### src/design/dop_pkg.sv
// Behaviour
// - compare destination with compare value when enabled
// - colour registers use only pixel-size low bits
// - plane mask 1 updates bit, 0 keeps
// - masked bits excluded from arithmetic and compare
// - carry mask steers ALU carry propagation
// - mask 0 stops carry, 1 passes it
// - never carry out of pixel msb
// - fixed foreground colour when selected
// - fixed background colour when selected
// - width register holds count minus one
// - height register holds rows minus one
// - mask origin offsets within 0..4095
// - source coordinates sixteen bit, not clamped to 0..4095
// - pattern coordinates sixteen bit, not clamped to 0..4095
// - destination coordinates signed sixteen bit
// - only six coordinates read back
// - source select 00 fixed, 10 map
// - three-bit compare condition inhibits update
package dop_pkg;
  localparam int ADDR_W = 12;
  // printed offsets are word indices; byte address is four times
  localparam logic [7:0] IDX_CMP = 8'h4c;
  localparam logic [7:0] IDX_PMASK = 8'h50;
  localparam logic [7:0] IDX_CMASK = 8'h54;
  localparam logic [7:0] IDX_FG = 8'h58;
  localparam logic [7:0] IDX_BG = 8'h5c;
  localparam logic [7:0] IDX_DIM1 = 8'h60;
  localparam logic [7:0] IDX_DIM2 = 8'h62;
  localparam logic [7:0] IDX_MOX = 8'h6c;
  localparam logic [7:0] IDX_MOY = 8'h6e;
  localparam logic [7:0] IDX_SRCX = 8'h70;
  localparam logic [7:0] IDX_SRCY = 8'h72;
  localparam logic [7:0] IDX_PATX = 8'h74;
  localparam logic [7:0] IDX_PATY = 8'h76;
  localparam logic [7:0] IDX_DSTX = 8'h78;
  localparam logic [7:0] IDX_DSTY = 8'h7a;
  localparam int DIM_W = 12;
  localparam int COORD_W = 16;
  localparam logic [31:0] RESET_VAL = 32'h0;
  // coordinate update select codes from the stepping engine
  localparam logic [2:0] CO_SRCX = 3'h0;
  localparam logic [2:0] CO_SRCY = 3'h1;
  localparam logic [2:0] CO_PATX = 3'h2;
  localparam logic [2:0] CO_PATY = 3'h3;
  localparam logic [2:0] CO_DSTX = 3'h4;
  localparam logic [2:0] CO_DSTY = 3'h5;
  typedef enum logic [1:0] {
    SRC_FIXED = 2'b00,
    SRC_RSV1 = 2'b01,
    SRC_MAP = 2'b10,
    SRC_RSV3 = 2'b11
  } dop_srcsel_e;
  typedef enum logic [2:0] {
    CC_ALWAYS = 3'b000,
    CC_GT = 3'b001,
    CC_EQ = 3'b010,
    CC_LT = 3'b011,
    CC_NEVER = 3'b100,
    CC_GE = 3'b101,
    CC_NE = 3'b110,
    CC_LE = 3'b111
  } dop_cond_e;
  function automatic logic [11:0] byteAddr(input logic [7:0] idx);
    byteAddr = {2'b00, idx, 2'b00};
  endfunction
endpackage

### src/design/dop_operand_regs.sv
module dop_operand_regs #(
  parameter int PIX_W = 8
) (
  input wire logic clk,
  input wire logic rst,
  input wire logic psel,
  input wire logic penable,
  input wire logic pwrite,
  input wire logic [11:0] paddr,
  input wire logic [31:0] pwdata,
  output logic [31:0] prdata,
  output logic pready,
  output logic pslverr,
  input wire logic [1:0] pixSize,
  input wire logic [1:0] foregroundSourceSelect,
  input wire logic [1:0] backgroundSourceSelect,
  input wire logic cmpEnable,
  input wire logic [2:0] cmpCond,
  input wire logic [PIX_W-1:0] srcPixel,
  input wire logic [PIX_W-1:0] destPixel,
  input wire logic [PIX_W-1:0] mixResult,
  input wire logic [PIX_W-1:0] aluA,
  input wire logic [PIX_W-1:0] aluB,
  input wire logic coordUpdEn,
  input wire logic [2:0] coordUpdSel,
  input wire logic [15:0] coordUpdVal,
  output logic [PIX_W-1:0] fgOperand,
  output logic [PIX_W-1:0] bgOperand,
  output logic [PIX_W-1:0] aluSum,
  output logic [PIX_W-1:0] newDest,
  output logic updateInhibit,
  output logic [12:0] opWidthCount,
  output logic [12:0] opHeightCount,
  output logic [11:0] maskOriginX,
  output logic [11:0] maskOriginY,
  output logic [15:0] sourceX,
  output logic [15:0] sourceY,
  output logic [15:0] patternX,
  output logic [15:0] patternY,
  output logic [15:0] destX,
  output logic [15:0] destY
);
  logic [31:0] cmpVal_q, planeMask_q, carryMask_q, fgColour_q, bgColour_q;
  logic [11:0] width_q, height_q, moX_q, moY_q;
  logic [15:0] srcX_q, srcY_q, patX_q, patY_q, dstX_q, dstY_q;
  logic [31:0] rdata_q, rdata_d;
  logic slverr_q;

  function automatic logic [PIX_W-1:0] sizeMask(input logic [1:0] sz);
    logic [8:0] full;
    full = (9'h1 << (4'h1 << sz)) - 9'h1;
    sizeMask = PIX_W'(full);
  endfunction

  wire logic access = psel && penable;
  wire logic wrEn = access && pwrite;
  wire logic [11:0] a = paddr;
  wire logic hitCmp = a == dop_pkg::byteAddr(dop_pkg::IDX_CMP);
  wire logic hitPm = a == dop_pkg::byteAddr(dop_pkg::IDX_PMASK);
  wire logic hitCm = a == dop_pkg::byteAddr(dop_pkg::IDX_CMASK);
  wire logic hitFg = a == dop_pkg::byteAddr(dop_pkg::IDX_FG);
  wire logic hitBg = a == dop_pkg::byteAddr(dop_pkg::IDX_BG);
  wire logic hitD1 = a == dop_pkg::byteAddr(dop_pkg::IDX_DIM1);
  wire logic hitD2 = a == dop_pkg::byteAddr(dop_pkg::IDX_DIM2);
  wire logic hitMx = a == dop_pkg::byteAddr(dop_pkg::IDX_MOX);
  wire logic hitMy = a == dop_pkg::byteAddr(dop_pkg::IDX_MOY);
  wire logic hitSx = a == dop_pkg::byteAddr(dop_pkg::IDX_SRCX);
  wire logic hitSy = a == dop_pkg::byteAddr(dop_pkg::IDX_SRCY);
  wire logic hitPx = a == dop_pkg::byteAddr(dop_pkg::IDX_PATX);
  wire logic hitPy = a == dop_pkg::byteAddr(dop_pkg::IDX_PATY);
  wire logic hitDx = a == dop_pkg::byteAddr(dop_pkg::IDX_DSTX);
  wire logic hitDy = a == dop_pkg::byteAddr(dop_pkg::IDX_DSTY);
  wire logic hitWo = hitCmp | hitPm | hitCm | hitFg | hitBg | hitD1 | hitD2
    | hitMx | hitMy;
  wire logic hitCo = hitSx | hitSy | hitPx | hitPy | hitDx | hitDy;
  wire logic mapped = hitWo | hitCo;

  // coordinate update from the stepping engine; a software write in the
  // same cycle wins so the last host value is never overwritten silently
  wire logic upSx = coordUpdEn && coordUpdSel == dop_pkg::CO_SRCX;
  wire logic upSy = coordUpdEn && coordUpdSel == dop_pkg::CO_SRCY;
  wire logic upPx = coordUpdEn && coordUpdSel == dop_pkg::CO_PATX;
  wire logic upPy = coordUpdEn && coordUpdSel == dop_pkg::CO_PATY;
  wire logic upDx = coordUpdEn && coordUpdSel == dop_pkg::CO_DSTX;
  wire logic upDy = coordUpdEn && coordUpdSel == dop_pkg::CO_DSTY;

  // write-only registers read back zero
  always_comb
  begin
    rdata_d = 32'h0;
    if (hitSx) rdata_d = {16'h0, srcX_q};
    if (hitSy) rdata_d = {16'h0, srcY_q};
    if (hitPx) rdata_d = {16'h0, patX_q};
    if (hitPy) rdata_d = {16'h0, patY_q};
    if (hitDx) rdata_d = {16'h0, dstX_q};
    if (hitDy) rdata_d = {16'h0, dstY_q};
  end

  assign pready = 1'b1;
  assign prdata = rdata_q;
  assign pslverr = slverr_q;

  // read data registered in the setup cycle so it stands during access
  always_ff @(posedge clk)
  begin
    if (rst)
    begin
      rdata_q <= 32'h0;
      slverr_q <= 1'b0;
    end
    else
    begin
      rdata_q <= (psel && !penable && !pwrite) ? rdata_d : 32'h0;
      slverr_q <= psel && !penable && !mapped;
    end
  end

  always_ff @(posedge clk)
  begin
    if (rst)
    begin
      cmpVal_q <= dop_pkg::RESET_VAL;
      planeMask_q <= dop_pkg::RESET_VAL;
      carryMask_q <= dop_pkg::RESET_VAL;
      fgColour_q <= dop_pkg::RESET_VAL;
      bgColour_q <= dop_pkg::RESET_VAL;
      width_q <= 12'h0;
      height_q <= 12'h0;
      moX_q <= 12'h0;
      moY_q <= 12'h0;
    end
    else if (wrEn)
    begin
      if (hitCmp) cmpVal_q <= pwdata;
      if (hitPm) planeMask_q <= pwdata;
      if (hitCm) carryMask_q <= pwdata;
      if (hitFg) fgColour_q <= pwdata;
      if (hitBg) bgColour_q <= pwdata;
      if (hitD1) width_q <= pwdata[11:0];
      if (hitD2) height_q <= pwdata[11:0];
      if (hitMx) moX_q <= pwdata[11:0];
      if (hitMy) moY_q <= pwdata[11:0];
    end
  end

  always_ff @(posedge clk)
  begin
    if (rst)
    begin
      srcX_q <= 16'h0;
      srcY_q <= 16'h0;
      patX_q <= 16'h0;
      patY_q <= 16'h0;
      dstX_q <= 16'h0;
      dstY_q <= 16'h0;
    end
    else
    begin
      if (wrEn && hitSx) srcX_q <= pwdata[15:0];
      else if (upSx) srcX_q <= coordUpdVal;
      if (wrEn && hitSy) srcY_q <= pwdata[15:0];
      else if (upSy) srcY_q <= coordUpdVal;
      if (wrEn && hitPx) patX_q <= pwdata[15:0];
      else if (upPx) patX_q <= coordUpdVal;
      if (wrEn && hitPy) patY_q <= pwdata[15:0];
      else if (upPy) patY_q <= coordUpdVal;
      if (wrEn && hitDx) dstX_q <= pwdata[15:0];
      else if (upDx) dstX_q <= coordUpdVal;
      if (wrEn && hitDy) dstY_q <= pwdata[15:0];
      else if (upDy) dstY_q <= coordUpdVal;
    end
  end

  assign opWidthCount = {1'b0, width_q} + 13'h1;
  assign opHeightCount = {1'b0, height_q} + 13'h1;
  assign maskOriginX = moX_q;
  assign maskOriginY = moY_q;
  assign sourceX = srcX_q;
  assign sourceY = srcY_q;
  assign patternX = patX_q;
  assign patternY = patY_q;
  assign destX = dstX_q; // signed form kept as written
  assign destY = dstY_q;

  // pixel-width datapath views of the colour registers
  wire logic [PIX_W-1:0] szMask = sizeMask(pixSize);
  wire logic [PIX_W-1:0] cmpV = cmpVal_q[PIX_W-1:0] & szMask;
  wire logic [PIX_W-1:0] pMask = planeMask_q[PIX_W-1:0] & szMask;
  wire logic [PIX_W-1:0] cMask = carryMask_q[PIX_W-1:0] & szMask;
  wire logic [PIX_W-1:0] fgV = fgColour_q[PIX_W-1:0] & szMask;
  wire logic [PIX_W-1:0] bgV = bgColour_q[PIX_W-1:0] & szMask;

  // reserved select codes yield zero rather than stale data
  always_comb
  begin
    unique case (dop_pkg::dop_srcsel_e'(foregroundSourceSelect))
      dop_pkg::SRC_FIXED: fgOperand = fgV;
      dop_pkg::SRC_MAP: fgOperand = srcPixel & szMask;
      default: fgOperand = '0;
    endcase
    unique case (dop_pkg::dop_srcsel_e'(backgroundSourceSelect))
      dop_pkg::SRC_FIXED: bgOperand = bgV;
      dop_pkg::SRC_MAP: bgOperand = srcPixel & szMask;
      default: bgOperand = '0;
    endcase
  end

  // segmented adder: only write-enabled bits take part
  logic [PIX_W:0] cy;
  always_comb
  begin
    cy = '0;
    aluSum = '0;
    for (int i = 0; i < PIX_W; i++)
    begin
      aluSum[i] = (aluA[i] ^ aluB[i] ^ cy[i]) & pMask[i];
      // carry passes only where the mask allows and never past the
      // pixel msb
      cy[i+1] = ((aluA[i] & aluB[i]) | (cy[i] & (aluA[i] ^ aluB[i])))
        & pMask[i] & cMask[i] & szMask[i] & (i + 1 < PIX_W ? szMask[i+1]
        : 1'b0);
    end
  end

  wire logic [PIX_W-1:0] dMasked = destPixel & pMask;
  wire logic [PIX_W-1:0] cMasked = cmpV & pMask;
  wire logic dGt = dMasked > cMasked;
  wire logic dEq = dMasked == cMasked;
  logic condHit;
  always_comb
  begin
    unique case (dop_pkg::dop_cond_e'(cmpCond))
      dop_pkg::CC_ALWAYS: condHit = 1'b1;
      dop_pkg::CC_GT: condHit = dGt;
      dop_pkg::CC_EQ: condHit = dEq;
      dop_pkg::CC_LT: condHit = !dGt && !dEq;
      dop_pkg::CC_NEVER: condHit = 1'b0;
      dop_pkg::CC_GE: condHit = dGt || dEq;
      dop_pkg::CC_NE: condHit = !dEq;
      dop_pkg::CC_LE: condHit = !dGt;
    endcase
  end
  assign updateInhibit = cmpEnable && condHit;

  assign newDest = ((mixResult & pMask) | (destPixel & ~pMask)) & szMask;
endmodule

### config.mk
export PLATFORM = sky130hd
export DESIGN_NAME = dop_operand_regs
export DESIGN_NICKNAME = d
export VERILOG_FILES = /design/src/design/dop_pkg.sv /design/src/design/dop_operand_regs.sv
export SDC_FILE = /design/constraint.sdc
export NUM_CORES = 1
export LEC_CHECK = 0
export BUFFER_PORTS_ARGS = -buffer_cell sky130_fd_sc_hd__clkbuf_2
export CAP_MARGIN = 40
export CORE_MARGIN = 3
export CORE_UTILIZATION = 57
export CTS_BUF_LIST = sky130_fd_sc_hd__clkbuf_4
export DETAILED_ROUTE_END_ITERATION = 10
export GPL_ROUTABILITY_DRIVEN = 0
export PLACE_DENSITY = 0.91
export SLEW_MARGIN = 10
export SYNTH_ARGS = -nofsm -noshare
export SYNTH_HDL_FRONTEND = slang
export SYNTH_SLANG_ARGS = --single-unit
export TNS_END_PERCENT = 10
### constraint.sdc
create_clock -name clk -period 8.4 [get_ports clk]
set_input_delay 0.84 -clock clk [delete_from_list [all_inputs] [get_ports clk]]
set_output_delay 0.84 -clock clk [all_outputs]
set_load 0.005 [all_outputs]
# Word-level counts from Yosys, hierarchy flattened
# Index checks and enable logic that the tools add are counted.
word_totals:
  register_bits: 216
  in_bits: 119
classes:
  n_addsub: 3
  order_cmp: 1
  n_eq_ne: 30
  shift: 2
  muxes: 21
  bitwise_logic: 98
  n_reduce_logical: 46
ops:
  columns: ["op", "n"]
  rows:
  - ["two-way mux 16 bit", 18]
  - ["== test 12 x 9 -> 1 bit, second input constant", 15]
  - ["AND 8 bit", 10]
  - ["AND 1 bit", 49]
  - ["case mux 8 bit (2 select lines)", 2]
  - ["adder 12 x 1 -> 13 bit, second input constant", 2]
  - ["OR 1 bit", 20]
  - ["logical AND 1 bit", 19]
  - ["== test 3 bit, second input constant", 6]
  - ["AND reduction 2 bit", 9]
  - ["XOR 1 bit", 15]
  - ["== test 3 x 2 -> 1 bit, second input constant", 4]
  - ["nonzero test 2 bit", 6]
  - ["== test 8 bit", 1]
  - ["> comparator 8 bit", 1]
  - ["inverter 8 bit", 1]
  - ["OR 8 bit", 1]
  - ["case mux 1 bit (8 select lines)", 1]
  - ["<< shifter 1 x 4 -> 8 bit, first input constant", 1]
  - ["subtractor 8 x 1 -> 8 bit, second input constant", 1]
  - ["AND 7 bit", 1]
  - ["OR reduction 7 bit", 1]
  - ["== test 3 x 1 -> 1 bit, second input constant", 2]
  - ["zero test 3 bit", 2]
  - ["7 further kinds", 13]

# Longest topological paths before layout
# Gate-level depths: netlist (run 1).
logic_depth:
  ltp_word: 46
  depth_mapped: 18
  ltp_nobuf: 18

# Least setup slack after synthesis (run 1)
# No wires, ideal clock.
synth_timing:
  path_kind: "input to output"
  startpoint: "input aluA[0]"
  endpoint: "output aluSum[7]"
  arrival_time_ns: 4.503
  setup_slack_ns: 3.057
  path_stages: 18
  n_path_buf: 0
  path_cell_list: "ha_1 nand3_1 nor2_1 fa_1 and4_1 fa_1 and4_1 fa_1 nand3_1 nor2_1 fa_1 and4_1 fa_1 and4_1 fa_1 nand3_1 xnor2_1 and3_1"
synth_via:
  elab_chain_len: 43
synth_lines:
  columns: ["item", "line_no", "source"]
  rows:
  - ["from (decl)", "dop_operand_regs.sv:22", "input wire logic [PIX_W-1:0] aluA,"]
  - ["AND 1 bit", "dop_operand_regs.sv:219", "cy[i+1] = ((aluA[i] & aluB[i]) | (cy[i] & (aluA[i] ^ aluB[i])))"]
  - ["AND 1 bit (4 in a row)", "dop_operand_regs.sv:220", "& pMask[i] & cMask[i] & szMask[i] & (i + 1 < PIX_W ? szMask[i+1]"]
  - ["AND 1 bit", "dop_operand_regs.sv:219", null]
  - ["OR 1 bit", "dop_operand_regs.sv:219", null]
  - ["AND 1 bit (4 in a row)", "dop_operand_regs.sv:220", null]
  - ["AND 1 bit", "dop_operand_regs.sv:219", null]
  - ["OR 1 bit", "dop_operand_regs.sv:219", null]
  - ["AND 1 bit (4 in a row)", "dop_operand_regs.sv:220", null]
  - ["[12 not listed]", null, null]
  - ["AND 1 bit", "dop_operand_regs.sv:219", null]
  - ["OR 1 bit", "dop_operand_regs.sv:219", null]
  - ["AND 1 bit (4 in a row)", "dop_operand_regs.sv:220", null]
  - ["AND 1 bit", "dop_operand_regs.sv:219", null]
  - ["OR 1 bit", "dop_operand_regs.sv:219", null]
  - ["AND 1 bit (4 in a row)", "dop_operand_regs.sv:220", null]
  - ["XOR 1 bit", "dop_operand_regs.sv:216", "aluSum[i] = (aluA[i] ^ aluB[i] ^ cy[i]) & pMask[i];"]
  - ["AND 1 bit", "dop_operand_regs.sv:216", null]
  - ["to (decl)", "dop_operand_regs.sv:29", "output logic [PIX_W-1:0] aluSum,"]
# No other way between the ends.

# Final worst setup path (run 1)
layout_timing:
  startpoint: "input pixSize[1]"
  endpoint: "output aluSum[7]"
layout_via:
  elab_chain_len: 46
  elab_cells_between_ends: 47
  classes_between: "add/sub (1); shift (2); bitwise (44)"
layout_lines:
  columns: ["item", "line_no", "source"]
  rows:
  - ["from (decl)", "dop_operand_regs.sv:14", "input wire logic [1:0] pixSize,"]
  - ["<< shifter 1 x 2 -> 4 bit *", "dop_operand_regs.sv:51", "full = (9'h1 << (4'h1 << sz)) - 9'h1;"]
  - ["<< shifter 1 x 4 -> 8 bit *", "dop_operand_regs.sv:51", null]
  - ["subtractor 8 x 1 -> 8 bit *", "dop_operand_regs.sv:51", null]
  - ["AND 8 bit", "dop_operand_regs.sv:188", "wire logic [PIX_W-1:0] pMask = planeMask_q[PIX_W-1:0] & szMask;"]
  - ["AND 1 bit (4 in a row)", "dop_operand_regs.sv:220", null]
  - ["AND 1 bit", "dop_operand_regs.sv:219", null]
  - ["OR 1 bit", "dop_operand_regs.sv:219", null]
  - ["AND 1 bit (4 in a row)", "dop_operand_regs.sv:220", null]
  - ["[18 not listed]", null, null]
  - ["AND 1 bit", "dop_operand_regs.sv:219", null]
  - ["OR 1 bit", "dop_operand_regs.sv:219", null]
  - ["AND 1 bit (4 in a row)", "dop_operand_regs.sv:220", null]
  - ["AND 1 bit", "dop_operand_regs.sv:219", null]
  - ["OR 1 bit", "dop_operand_regs.sv:219", null]
  - ["AND 1 bit (4 in a row)", "dop_operand_regs.sv:220", null]
  - ["XOR 1 bit", "dop_operand_regs.sv:216", null]
  - ["AND 1 bit *", "dop_operand_regs.sv:216", null]
# Every way passes the cells marked *; elsewhere a longest branch is shown, timed or not.

==> run_summary.xml, run 1 <==
<?xml version="1.0" encoding="UTF-8"?>
<metrics>
  <group name="cells_and_area">
    <metric name="areaGrowthSynthToFinish" unit="%">18.4</metric>
    <metric name="cell_area_after_layout" unit="um^2">12100</metric>
    <metric name="finalNetCount" unit="">1553</metric>
    <metric name="drive_gt1_share" unit="%">26.9</metric>
    <metric name="layout.filler_cells" unit="">1384</metric>
  </group>
  <group name="clock_tree">
    <metric name="cts_max_path_buffers" unit="">2</metric>
    <metric name="post-cts-setup-buffer-count" unit="">0</metric>
    <metric name="cts_tree" unit="">yes</metric>
    <metric name="worstSkewPairLatency" unit="ns">0.60</metric>
    <metric name="worst_setup_hold_path_clk_slew" unit="ns">0.15</metric>
    <metric name="cts_hold_repair.buffers" unit="">0</metric>
    <metric name="cts_resized" unit="">0</metric>
    <metric name="htree_num_levels" unit="">4</metric>
    <metric name="cts.root.buffer_cell" unit="">sky130_fd_sc_hd__clkbuf_4</metric>
    <metric name="cts_inserted_buffers" unit="">17</metric>
    <metric name="numClockSinks" unit="">200</metric>
  </group>
  <group name="worst_setup_path">
    <metric name="timing.critical_path.slowest_cell_delay" unit="ns">0.38</metric>
    <metric name="timing.critical_path.to_type" unit="">output port</metric>
    <metric name="critPathSlowestCell" unit="">sky130_fd_sc_hd__fa_1</metric>
    <metric name="required" unit="ns">7.56</metric>
    <metric name="top_delay_family_on_crit_path" unit="">adder cells</metric>
    <metric name="worstPathCellList" unit="">clkbuf_2, nor2_1, nor2_1, fa_1, and4_1, fa_1, and4_1, fa_1, nand3_1, nor2_1, fa_1, and4_1, fa_1, and4_1, fa_1, nand3_1, xnor2_1, and3_1, clkbuf_2</metric>
    <metric name="critical_path_peak_fanout" unit="">16</metric>
    <metric name="worst_setup_path_start_kind" unit="">input pin</metric>
    <metric name="critical_path.most_common_cell" unit="">sky130_fd_sc_hd__fa_1</metric>
    <metric name="worst-path-buf-inv" unit="">2</metric>
    <metric name="path_class" unit="">in -&gt; out</metric>
    <metric name="arrival" unit="ns">5.14</metric>
  </group>
  <group name="timing">
    <metric name="report.final.hold_viol_count" unit="">0</metric>
    <metric name="finalSetupViolations" unit="">0</metric>
    <metric name="timing.final.max_slew_violations" unit="">0</metric>
    <metric name="setup_total_negative_slack" unit="ns">0</metric>
    <metric name="clock-skew-final" unit="ns">0.0269</metric>
    <metric name="slew-limit-headroom" unit="%">41.7</metric>
    <metric name="grt_setup_unrepaired" unit="">false</metric>
    <metric name="final_min_period_over_clock_period" unit="%">71.2</metric>
    <metric name="worst_pin_slew" unit="ns">0.870</metric>
    <metric name="minimum_clock_period_after_layout" unit="ns">5.98</metric>
    <metric name="fmax" unit="GHz">0.167</metric>
  </group>
  <group name="yosys">
    <metric name="synth_edf_count" unit="">0</metric>
    <metric name="synth.lib_cells_used.distinct" unit="">55</metric>
    <metric name="ys_top_cells_by_area" unit="">sky130_fd_sc_hd__dfxtp_1, sky130_fd_sc_hd__mux2i_1, sky130_fd_sc_hd__a211oi_1, sky130_fd_sc_hd__nor2_1, sky130_fd_sc_hd__nand2_1</metric>
    <metric name="synthSimpleGateAreaFrac" unit="%">19.3</metric>
    <metric name="synth_sequential_area_ratio" unit="%">39.1</metric>
    <metric name="mappedNetlistArea" unit="um^2">10200</metric>
    <metric name="async_flop_share" unit="%">0</metric>
    <metric name="postSynthAreaPerCell" unit="um^2">8.69</metric>
    <metric name="synth_top_area_share" unit="%">39.1</metric>
    <metric name="synth.ff_latch_count" unit="">200</metric>
    <metric name="ys_warn_count" unit="">0</metric>
    <metric name="synth_top_family_by_area" unit="">simple AND/OR/NAND/NOR gates</metric>
    <metric name="synth_flop_cell" unit="">sky130_fd_sc_hd__dfxtp_1</metric>
    <metric name="synth-adder-area-share" unit="%">2.52</metric>
    <metric name="yosysTopAreaCell" unit="">sky130_fd_sc_hd__dfxtp_1</metric>
    <metric name="netlist_top_cells_count" unit="">sky130_fd_sc_hd__dfxtp_1, sky130_fd_sc_hd__nor2_1, sky130_fd_sc_hd__mux2i_1, sky130_fd_sc_hd__nand2_1, sky130_fd_sc_hd__a211oi_1</metric>
    <metric name="synth_most_common_cell" unit="">sky130_fd_sc_hd__dfxtp_1</metric>
    <metric name="post_synth_xor_area_fraction" unit="%">1.88</metric>
    <metric name="syn_inst" unit="">1177</metric>
    <metric name="synth_compound_gate_area_share" unit="%">16.2</metric>
    <metric name="synth_mux_area_share" unit="%">15.8</metric>
  </group>
  <group name="run_status">
    <metric name="outcome" unit="">complete, no violations</metric>
  </group>
  <group name="die">
    <metric name="floorplan.rows" unit="">48</metric>
    <metric name="placeableCoreArea" unit="um^2">17400</metric>
    <metric name="floorplan.initialDensity" unit="%">58.8</metric>
    <metric name="count_of_boundary_i_o_pins" unit="">332</metric>
    <metric name="fp.dieArea" unit="um^2">19600</metric>
    <metric name="chipHeight" unit="um">140</metric>
    <metric name="fp.dieW" unit="um">140</metric>
  </group>
  <group name="place">
    <metric name="placed_cell_area" unit="um^2">11800</metric>
    <metric name="hpwl" unit="mm">24.2</metric>
    <metric name="numPortBuffers" unit="">298</metric>
  </group>
  <group name="routing">
    <metric name="post_drt_wl_per_cell" unit="um">20.2</metric>
    <metric name="drt_pass1_iterations" unit="">5</metric>
    <metric name="drt_drc_violations_left" unit="">0</metric>
    <metric name="antenna_violation_net_count_after_detailed_routing" unit="">0</metric>
    <metric name="drt_first_iter_violations" unit="">1133</metric>
    <metric name="routed_wirelength" unit="mm">33.4</metric>
    <metric name="detail_route.vias_per_cell" unit="">6.14</metric>
    <metric name="route.vias.total" unit="">10200</metric>
  </group>
  <group name="pwr">
    <metric name="p_leak" unit="uW">0.00520</metric>
    <metric name="worst_ir_drop_vdd" unit="uV">147</metric>
    <metric name="power_density" unit="nW/um^2">140</metric>
  </group>
  <group name="hold_path">
    <metric name="worst_hold_path_type" unit="">reg -&gt; reg</metric>
  </group>
  <group name="global_route">
    <metric name="grt.overflow.total" unit="">0</metric>
    <metric name="first_global_vias" unit="">9694</metric>
    <metric name="grt_use_total" unit="%">32.8</metric>
    <metric name="number_of_antenna_violations_at_the_first_check_in_global_routing" unit="">1</metric>
    <metric name="grt_max_degree" unit="">99</metric>
    <metric name="grt_pass1_wl" unit="mm">52.1</metric>
  </group>
  <group name="flow_run">
    <metric name="cap_viol_max_count" unit="">0</metric>
  </group>
</metrics>
[power by group]
| group | switching [uW] | internal, uW | total [uW] | leakage (uW) |
|---|---|---|---|---|
| clock network | 340 | 218 | 558 | 0.000162 |
| logic | 106 | 60.2 | 167 | 0.00342 |
| registers | 9.30 | 959 | 969 | 0.00161 |
[worst min-delay path, cell delays in order, from the launching register on]
cell	delay, ns
sky130_fd_sc_hd__dfxtp_1	0.34
sky130_fd_sc_hd__nand2_1	0.05
sky130_fd_sc_hd__a21oi_1	0.05
[logic make-up after synthesis]
group,count (synthesis)
AOI/OAI and AO/OA,232
xor gates and xnor gates,22
adders and majority gates,17
buffers and inverters,117
DFF,200
muxes,161
other,2
and+or+nand+nor,426
[sequential cells by signal, indices dropped and copies added, names as in the netlist]
| name | cells |
|---|---|
| sourceX | 16 |
| planeMask_q | 8 |
| maskOriginX | 12 |
| pslverr | 1 |
| bgColour_q | 8 |
| maskOriginY | 12 |
| destX | 16 |
| width_q | 12 |
| patternX | 16 |
| height_q | 12 |
| sourceY | 16 |
| fgColour_q | 8 |
| cmpVal_q | 8 |
| destY | 16 |
| prdata | 16 |
| carryMask_q | 7 |
| patternY | 16 |
[layout by cell type, fill, tap and decap left out, types with 8 or more instances in the layout]
master,instances
sky130_fd_sc_hd__a211oi_1,81
sky130_fd_sc_hd__dfxtp_1,200
sky130_fd_sc_hd__mux2i_1,160
sky130_fd_sc_hd__clkbuf_2,297
sky130_fd_sc_hd__clkbuf_4,19
sky130_fd_sc_hd__xor2_1,8
sky130_fd_sc_hd__nor2_1,161
sky130_fd_sc_hd__and3_1,27
sky130_fd_sc_hd__a21oi_1,64
sky130_fd_sc_hd__nand2_1,137
sky130_fd_sc_hd__a22o_1,9
sky130_fd_sc_hd__nor3_1,15
sky130_fd_sc_hd__buf_4,10
sky130_fd_sc_hd__a211oi_2,16
sky130_fd_sc_hd__nand3_1,30
sky130_fd_sc_hd__o22ai_1,15
sky130_fd_sc_hd__xnor2_1,14
sky130_fd_sc_hd__ha_1,11
sky130_fd_sc_hd__o2bb2ai_1,12
sky130_fd_sc_hd__conb_1,17
sky130_fd_sc_hd__o21ai_0,17
[metal layers]
layer  track usage, %  vias to the layer above  part of all wire (%)  wire, um
met5                0                        -                     0         0
met4             16.3                        0                   4.7      1570
met3             8.98                      118                    11      3510
met2             51.1                      641                    45     15100
met1             42.0                     4769                    39     13200
li1                 -                     4643                     -         -
[per-stage QoR]
| stage | hold slack (ns) | util, % | setup slack (ns) | power [uW] | std cells |
|---|---|---|---|---|---|
| 2_1_floorplan | 0.448 | - | 3.06 | 1070 | 1192 |
| 3_3_place_gp | 0.437 | 67.0 | 2.59 | 1140 | 1614 |
| 3_5_place_dp | 0.443 | 67.8 | 2.45 | 1150 | 1623 |
| 4_1_cts | 0.440 | 69.6 | 2.45 | 1690 | 1655 |
| 5_1_grt | 0.454 | 69.6 | 2.22 | 1750 | 1656 |
| 6_report | 0.462 | 69.6 | 2.42 | 1690 | 1656 |
[final timing paths]
kind | startpoint | to | slack [ns] | depth (start not counted)
worst max-delay path | pixSize[1] | aluSum[7] | 2.42 | 19
worst min-delay path | maskOriginX[9] | maskOriginX[9] | 0.46 | 2
worst max register to register | sourceY[8] | prdata[8] | 7.30 | 3
worst min register to register | maskOriginX[9] | maskOriginX[9] | 0.46 | 2
[area by class of cell]
class                   instances  area, um^2  area share [%]
multi-input cells             875        5800            47.8
inverters                       6        22.5           0.186
clock inverters                13         169            1.39
well taps                     225         282            2.32
diodes                          1        2.50          0.0207
repair buffers                317        1700            14.0
flip-flops and latches        200        4000            33.0
clock buffers                  19         143            1.18
(Power assumes the default switching activity.)
==> inputs of run 2 (changes only) <==
--- a/config.mk
+++ b/config.mk
@@ -5,14 +5,15 @@
 export SDC_FILE = /design/constraint.sdc
 export NUM_CORES = 1
 export LEC_CHECK = 0
+export ABC_AREA = 1
 export BUFFER_PORTS_ARGS = -buffer_cell sky130_fd_sc_hd__clkbuf_2
 export CAP_MARGIN = 40
 export CORE_MARGIN = 3
-export CORE_UTILIZATION = 57
+export CORE_UTILIZATION = 53
 export CTS_BUF_LIST = sky130_fd_sc_hd__clkbuf_4
 export DETAILED_ROUTE_END_ITERATION = 10
 export GPL_ROUTABILITY_DRIVEN = 0
-export PLACE_DENSITY = 0.91
+export PLACE_DENSITY = 0.85
 export SLEW_MARGIN = 10
 export SYNTH_ARGS = -nofsm -noshare
 export SYNTH_HDL_FRONTEND = slang
==> constraint.sdc (replaced) <==
create_clock -name clk -period 5.97 [get_ports clk]
set_input_delay 0.597 -clock clk [delete_from_list [all_inputs] [get_ports clk]]
set_output_delay 0.597 -clock clk [all_outputs]
set_load 0.005 [all_outputs]
==> run 2 against run 1 <==
Net effect:
- combinational power rose by 42%
- synthesized cell count increased by 30%
- non-clock buffer count shrank 13
- global-route usage shrank 0.80 points
- clock power is 28% higher
- cell area up 1.2%
- critical endpoint unchanged
- highest routed layer unchanged
==> run_summary.xml, run 2 <==
<?xml version="1.0" encoding="UTF-8"?>
<metrics>
  <group name="worst_setup_path">
    <metric name="required" unit="ns">5.37</metric>
    <metric name="path_class" unit="">in -&gt; out</metric>
    <metric name="critical_path_peak_fanout" unit="">11</metric>
    <metric name="timing.critical_path.to_type" unit="">output port</metric>
    <metric name="arrival" unit="ns">4.42</metric>
    <metric name="worst_setup_path_start_kind" unit="">input pin</metric>
  </group>
  <group name="timing">
    <metric name="grt_setup_unrepaired" unit="">false</metric>
    <metric name="final_min_period_over_clock_period" unit="%">84.0</metric>
    <metric name="fmax" unit="GHz">0.199</metric>
    <metric name="worst_pin_slew" unit="ns">0.950</metric>
    <metric name="setup_total_negative_slack" unit="ns">0</metric>
    <metric name="slew-limit-headroom" unit="%">36.6</metric>
    <metric name="worst_hold_slack" unit="ns">0.291</metric>
    <metric name="clock-skew-final" unit="ns">0.0206</metric>
    <metric name="finalSetupViolations" unit="">0</metric>
    <metric name="timing.final.max_slew_violations" unit="">0</metric>
    <metric name="report.final.hold_viol_count" unit="">0</metric>
    <metric name="minimum_clock_period_after_layout" unit="ns">5.01</metric>
  </group>
  <group name="routing">
    <metric name="drt_first_iter_violations" unit="">979</metric>
    <metric name="routed_wirelength" unit="mm">36.1</metric>
    <metric name="drt_drc_violations_left" unit="">0</metric>
    <metric name="detail_route.vias_per_cell" unit="">5.65</metric>
    <metric name="post_drt_wl_per_cell" unit="um">17.6</metric>
    <metric name="drt_pass1_iterations" unit="">5</metric>
    <metric name="route.vias.total" unit="">11600</metric>
    <metric name="antenna_violation_net_count_after_detailed_routing" unit="">0</metric>
  </group>
  <group name="global_route">
    <metric name="grt_max_degree" unit="">105</metric>
    <metric name="number_of_antenna_violations_at_the_first_check_in_global_routing" unit="">3</metric>
    <metric name="grt.overflow.total" unit="">0</metric>
    <metric name="grt_use_total" unit="%">32.0</metric>
    <metric name="first_global_vias" unit="">10600</metric>
    <metric name="grt_pass1_wl" unit="mm">55.2</metric>
  </group>
  <group name="yosys">
    <metric name="synth.lib_cells_used.distinct" unit="">43</metric>
    <metric name="yosysTopAreaCell" unit="">sky130_fd_sc_hd__dfxtp_1</metric>
    <metric name="synth_most_common_cell" unit="">sky130_fd_sc_hd__nand2_1</metric>
    <metric name="netlist_top_cells_count" unit="">sky130_fd_sc_hd__nand2_1, sky130_fd_sc_hd__o21ai_0, sky130_fd_sc_hd__dfxtp_1, sky130_fd_sc_hd__inv_1, sky130_fd_sc_hd__a21oi_1</metric>
    <metric name="synth_flop_cell" unit="">sky130_fd_sc_hd__dfxtp_1</metric>
    <metric name="ys_warn_count" unit="">0</metric>
    <metric name="synth_sequential_area_ratio" unit="%">37.9</metric>
    <metric name="postSynthAreaPerCell" unit="um^2">6.92</metric>
    <metric name="ys_top_cells_by_area" unit="">sky130_fd_sc_hd__dfxtp_1, sky130_fd_sc_hd__o21ai_0, sky130_fd_sc_hd__nand2_1, sky130_fd_sc_hd__a21oi_1, sky130_fd_sc_hd__inv_1</metric>
    <metric name="synth.ff_latch_count" unit="">200</metric>
    <metric name="mappedNetlistArea" unit="um^2">10600</metric>
    <metric name="syn_inst" unit="">1528</metric>
    <metric name="synth_top_area_share" unit="%">37.9</metric>
    <metric name="async_flop_share" unit="%">0</metric>
    <metric name="synth_edf_count" unit="">0</metric>
  </group>
  <group name="clock_tree">
    <metric name="post-cts-setup-buffer-count" unit="">0</metric>
    <metric name="numClockSinks" unit="">200</metric>
    <metric name="cts_tree" unit="">yes</metric>
    <metric name="cts.root.buffer_cell" unit="">sky130_fd_sc_hd__clkbuf_4</metric>
    <metric name="cts_hold_repair.buffers" unit="">0</metric>
    <metric name="cts_inserted_buffers" unit="">17</metric>
    <metric name="worstSkewPairLatency" unit="ns">0.59</metric>
    <metric name="cts_max_path_buffers" unit="">2</metric>
    <metric name="cts_resized" unit="">0</metric>
    <metric name="worst_setup_hold_path_clk_slew" unit="ns">0.15</metric>
    <metric name="htree_num_levels" unit="">4</metric>
  </group>
  <group name="die">
    <metric name="placeableCoreArea" unit="um^2">19500</metric>
    <metric name="floorplan.rows" unit="">51</metric>
    <metric name="count_of_boundary_i_o_pins" unit="">332</metric>
    <metric name="chipHeight" unit="um">147</metric>
    <metric name="fp.dieArea" unit="um^2">21700</metric>
    <metric name="fp.dieW" unit="um">147</metric>
    <metric name="floorplan.initialDensity" unit="%">54.2</metric>
  </group>
  <group name="pwr">
    <metric name="power_density" unit="nW/um^2">189</metric>
    <metric name="p_leak" unit="uW">0.00562</metric>
    <metric name="worst_ir_drop_vdd" unit="uV">95.1</metric>
    <metric name="finalPower" unit="uW">2310</metric>
  </group>
  <group name="place">
    <metric name="dp.cells" unit="">2014</metric>
    <metric name="numPortBuffers" unit="">298</metric>
    <metric name="hpwl" unit="mm">27.2</metric>
  </group>
  <group name="cells_and_area">
    <metric name="finish.cell_count_without_fillers" unit="">2047</metric>
    <metric name="layout_commonest_cell" unit="">sky130_fd_sc_hd__clkbuf_2</metric>
    <metric name="finalNetCount" unit="">1904</metric>
    <metric name="drive_gt1_share" unit="%">22.4</metric>
    <metric name="top_library_cells_by_usage_in_the_layout_fill_and_taps_aside" unit="">sky130_fd_sc_hd__clkbuf_2, sky130_fd_sc_hd__nand2_1, sky130_fd_sc_hd__o21ai_0</metric>
    <metric name="finalCoreUtilization" unit="%">62.8</metric>
    <metric name="areaGrowthSynthToFinish" unit="%">16.0</metric>
  </group>
  <group name="hold_path">
    <metric name="worst_hold_path_type" unit="">in -&gt; reg</metric>
  </group>
  <group name="flow_run">
    <metric name="cap_viol_max_count" unit="">0</metric>
  </group>
  <group name="run_status">
    <metric name="outcome" unit="">complete, no violations</metric>
  </group>
</metrics>
==> run 2: cell count changes after synthesis, moves of 44 or more <==
| cell | before | now |
|---|---|---|
| sky130_fd_sc_hd__nand2_1 | 137 | 266 |
| sky130_fd_sc_hd__o21ai_0 | 17 | 211 |
| sky130_fd_sc_hd__nor2_1 | 161 | 102 |
| sky130_fd_sc_hd__inv_1 | 6 | 189 |
| sky130_fd_sc_hd__mux2i_1 | 160 | 0 |
| sky130_fd_sc_hd__a211oi_1 | 81 | 7 |
| sky130_fd_sc_hd__a21oi_1 | 64 | 179 |
| sky130_fd_sc_hd__nand3_1 | 30 | 74 |
==> run 2: report_power, final <==
part           total [uW]  switching (uW)  internal, uW
Combinational         237             162          74.3
Sequential           1360            11.8          1350
Clock                 715             449           266
Total                2310             623          1690
==> run 2: cell families (layout without fill, tap and decap cells) <==
kind of cell	Yosys count	count (layout)	synth area share, %
AOI/OAI and AO/OA	474	474	24.1
xor gates and xnor gates	22	22	1.82
adders and majority gates	17	17	2.44
buffers and inverters	305	541	12.4
DFF	200	200	37.9
other	2	20	0.0710
and+or+nand+nor	508	508	21.4
==> run 2: final timing paths <==
check / startpoint / end / slack [ns] / cells past startpoint
max: pixSize[1] / aluSum[7] / 0.96 / 23
min: pwdata[13] / patternY[13] / 0.29 / 3
max reg2reg: sourceX[4] / prdata[4] / 4.86 / 6
min reg2reg: maskOriginX[0] / maskOriginX[0] / 0.46 / 2
==> run 2: worst max-delay path, cell delays in order <==
cell and delay, ns:
sky130_fd_sc_hd__clkbuf_2 0.17, sky130_fd_sc_hd__nor2_1 0.32, sky130_fd_sc_hd__nor2_1 0.12, sky130_fd_sc_hd__fa_1 0.37, sky130_fd_sc_hd__nand2_1 0.07, sky130_fd_sc_hd__nor3_1 0.06
sky130_fd_sc_hd__fa_1 0.35, sky130_fd_sc_hd__nand2_1 0.07, sky130_fd_sc_hd__nor2_1 0.05, sky130_fd_sc_hd__fa_1 0.35, sky130_fd_sc_hd__nand2_1 0.08, sky130_fd_sc_hd__nor3_1 0.05
sky130_fd_sc_hd__fa_1 0.38, sky130_fd_sc_hd__nand2_1 0.07, sky130_fd_sc_hd__nor2_1 0.06, sky130_fd_sc_hd__fa_1 0.35, sky130_fd_sc_hd__nand2_1 0.07, sky130_fd_sc_hd__nor2_1 0.05
sky130_fd_sc_hd__fa_1 0.36, sky130_fd_sc_hd__nand3_1 0.10, sky130_fd_sc_hd__xor2_1 0.14, sky130_fd_sc_hd__nor2_1 0.06, sky130_fd_sc_hd__clkbuf_2 0.10
==> run 2: layout make-up <==
class / count / area, um^2
timing repair buffer: 304 / 1560
inverter: 207 / 779
antenna: 3 / 7.51
clock buffer: 22 / 165
fill: 1832 / 7260
sequential: 200 / 4000
tap: 265 / 332
clock inverter: 8 / 101
multi-input combinational: 1038 / 5320
==> run 2: through the flow <==
stage                     area, um^2  setup WS, ns
after floorplan                10600          1.35
after global placement         12000          1.06
after detailed placement       12000          1.01
after CTS                      12300          1.00
after global routing           12300         0.675
final                          12300         0.956
==> run 2: per-layer routing <==
layer / vias up / part of all wire [%] / global-route usage, %
met5: - / 0 / 0
met4: 0 / 6.2 / 17.6
met3: 166 / 9.9 / 6.32
met2: 706 / 47 / 54.3
met1: 5214 / 37 / 38.0
li1: 5471 / - / -
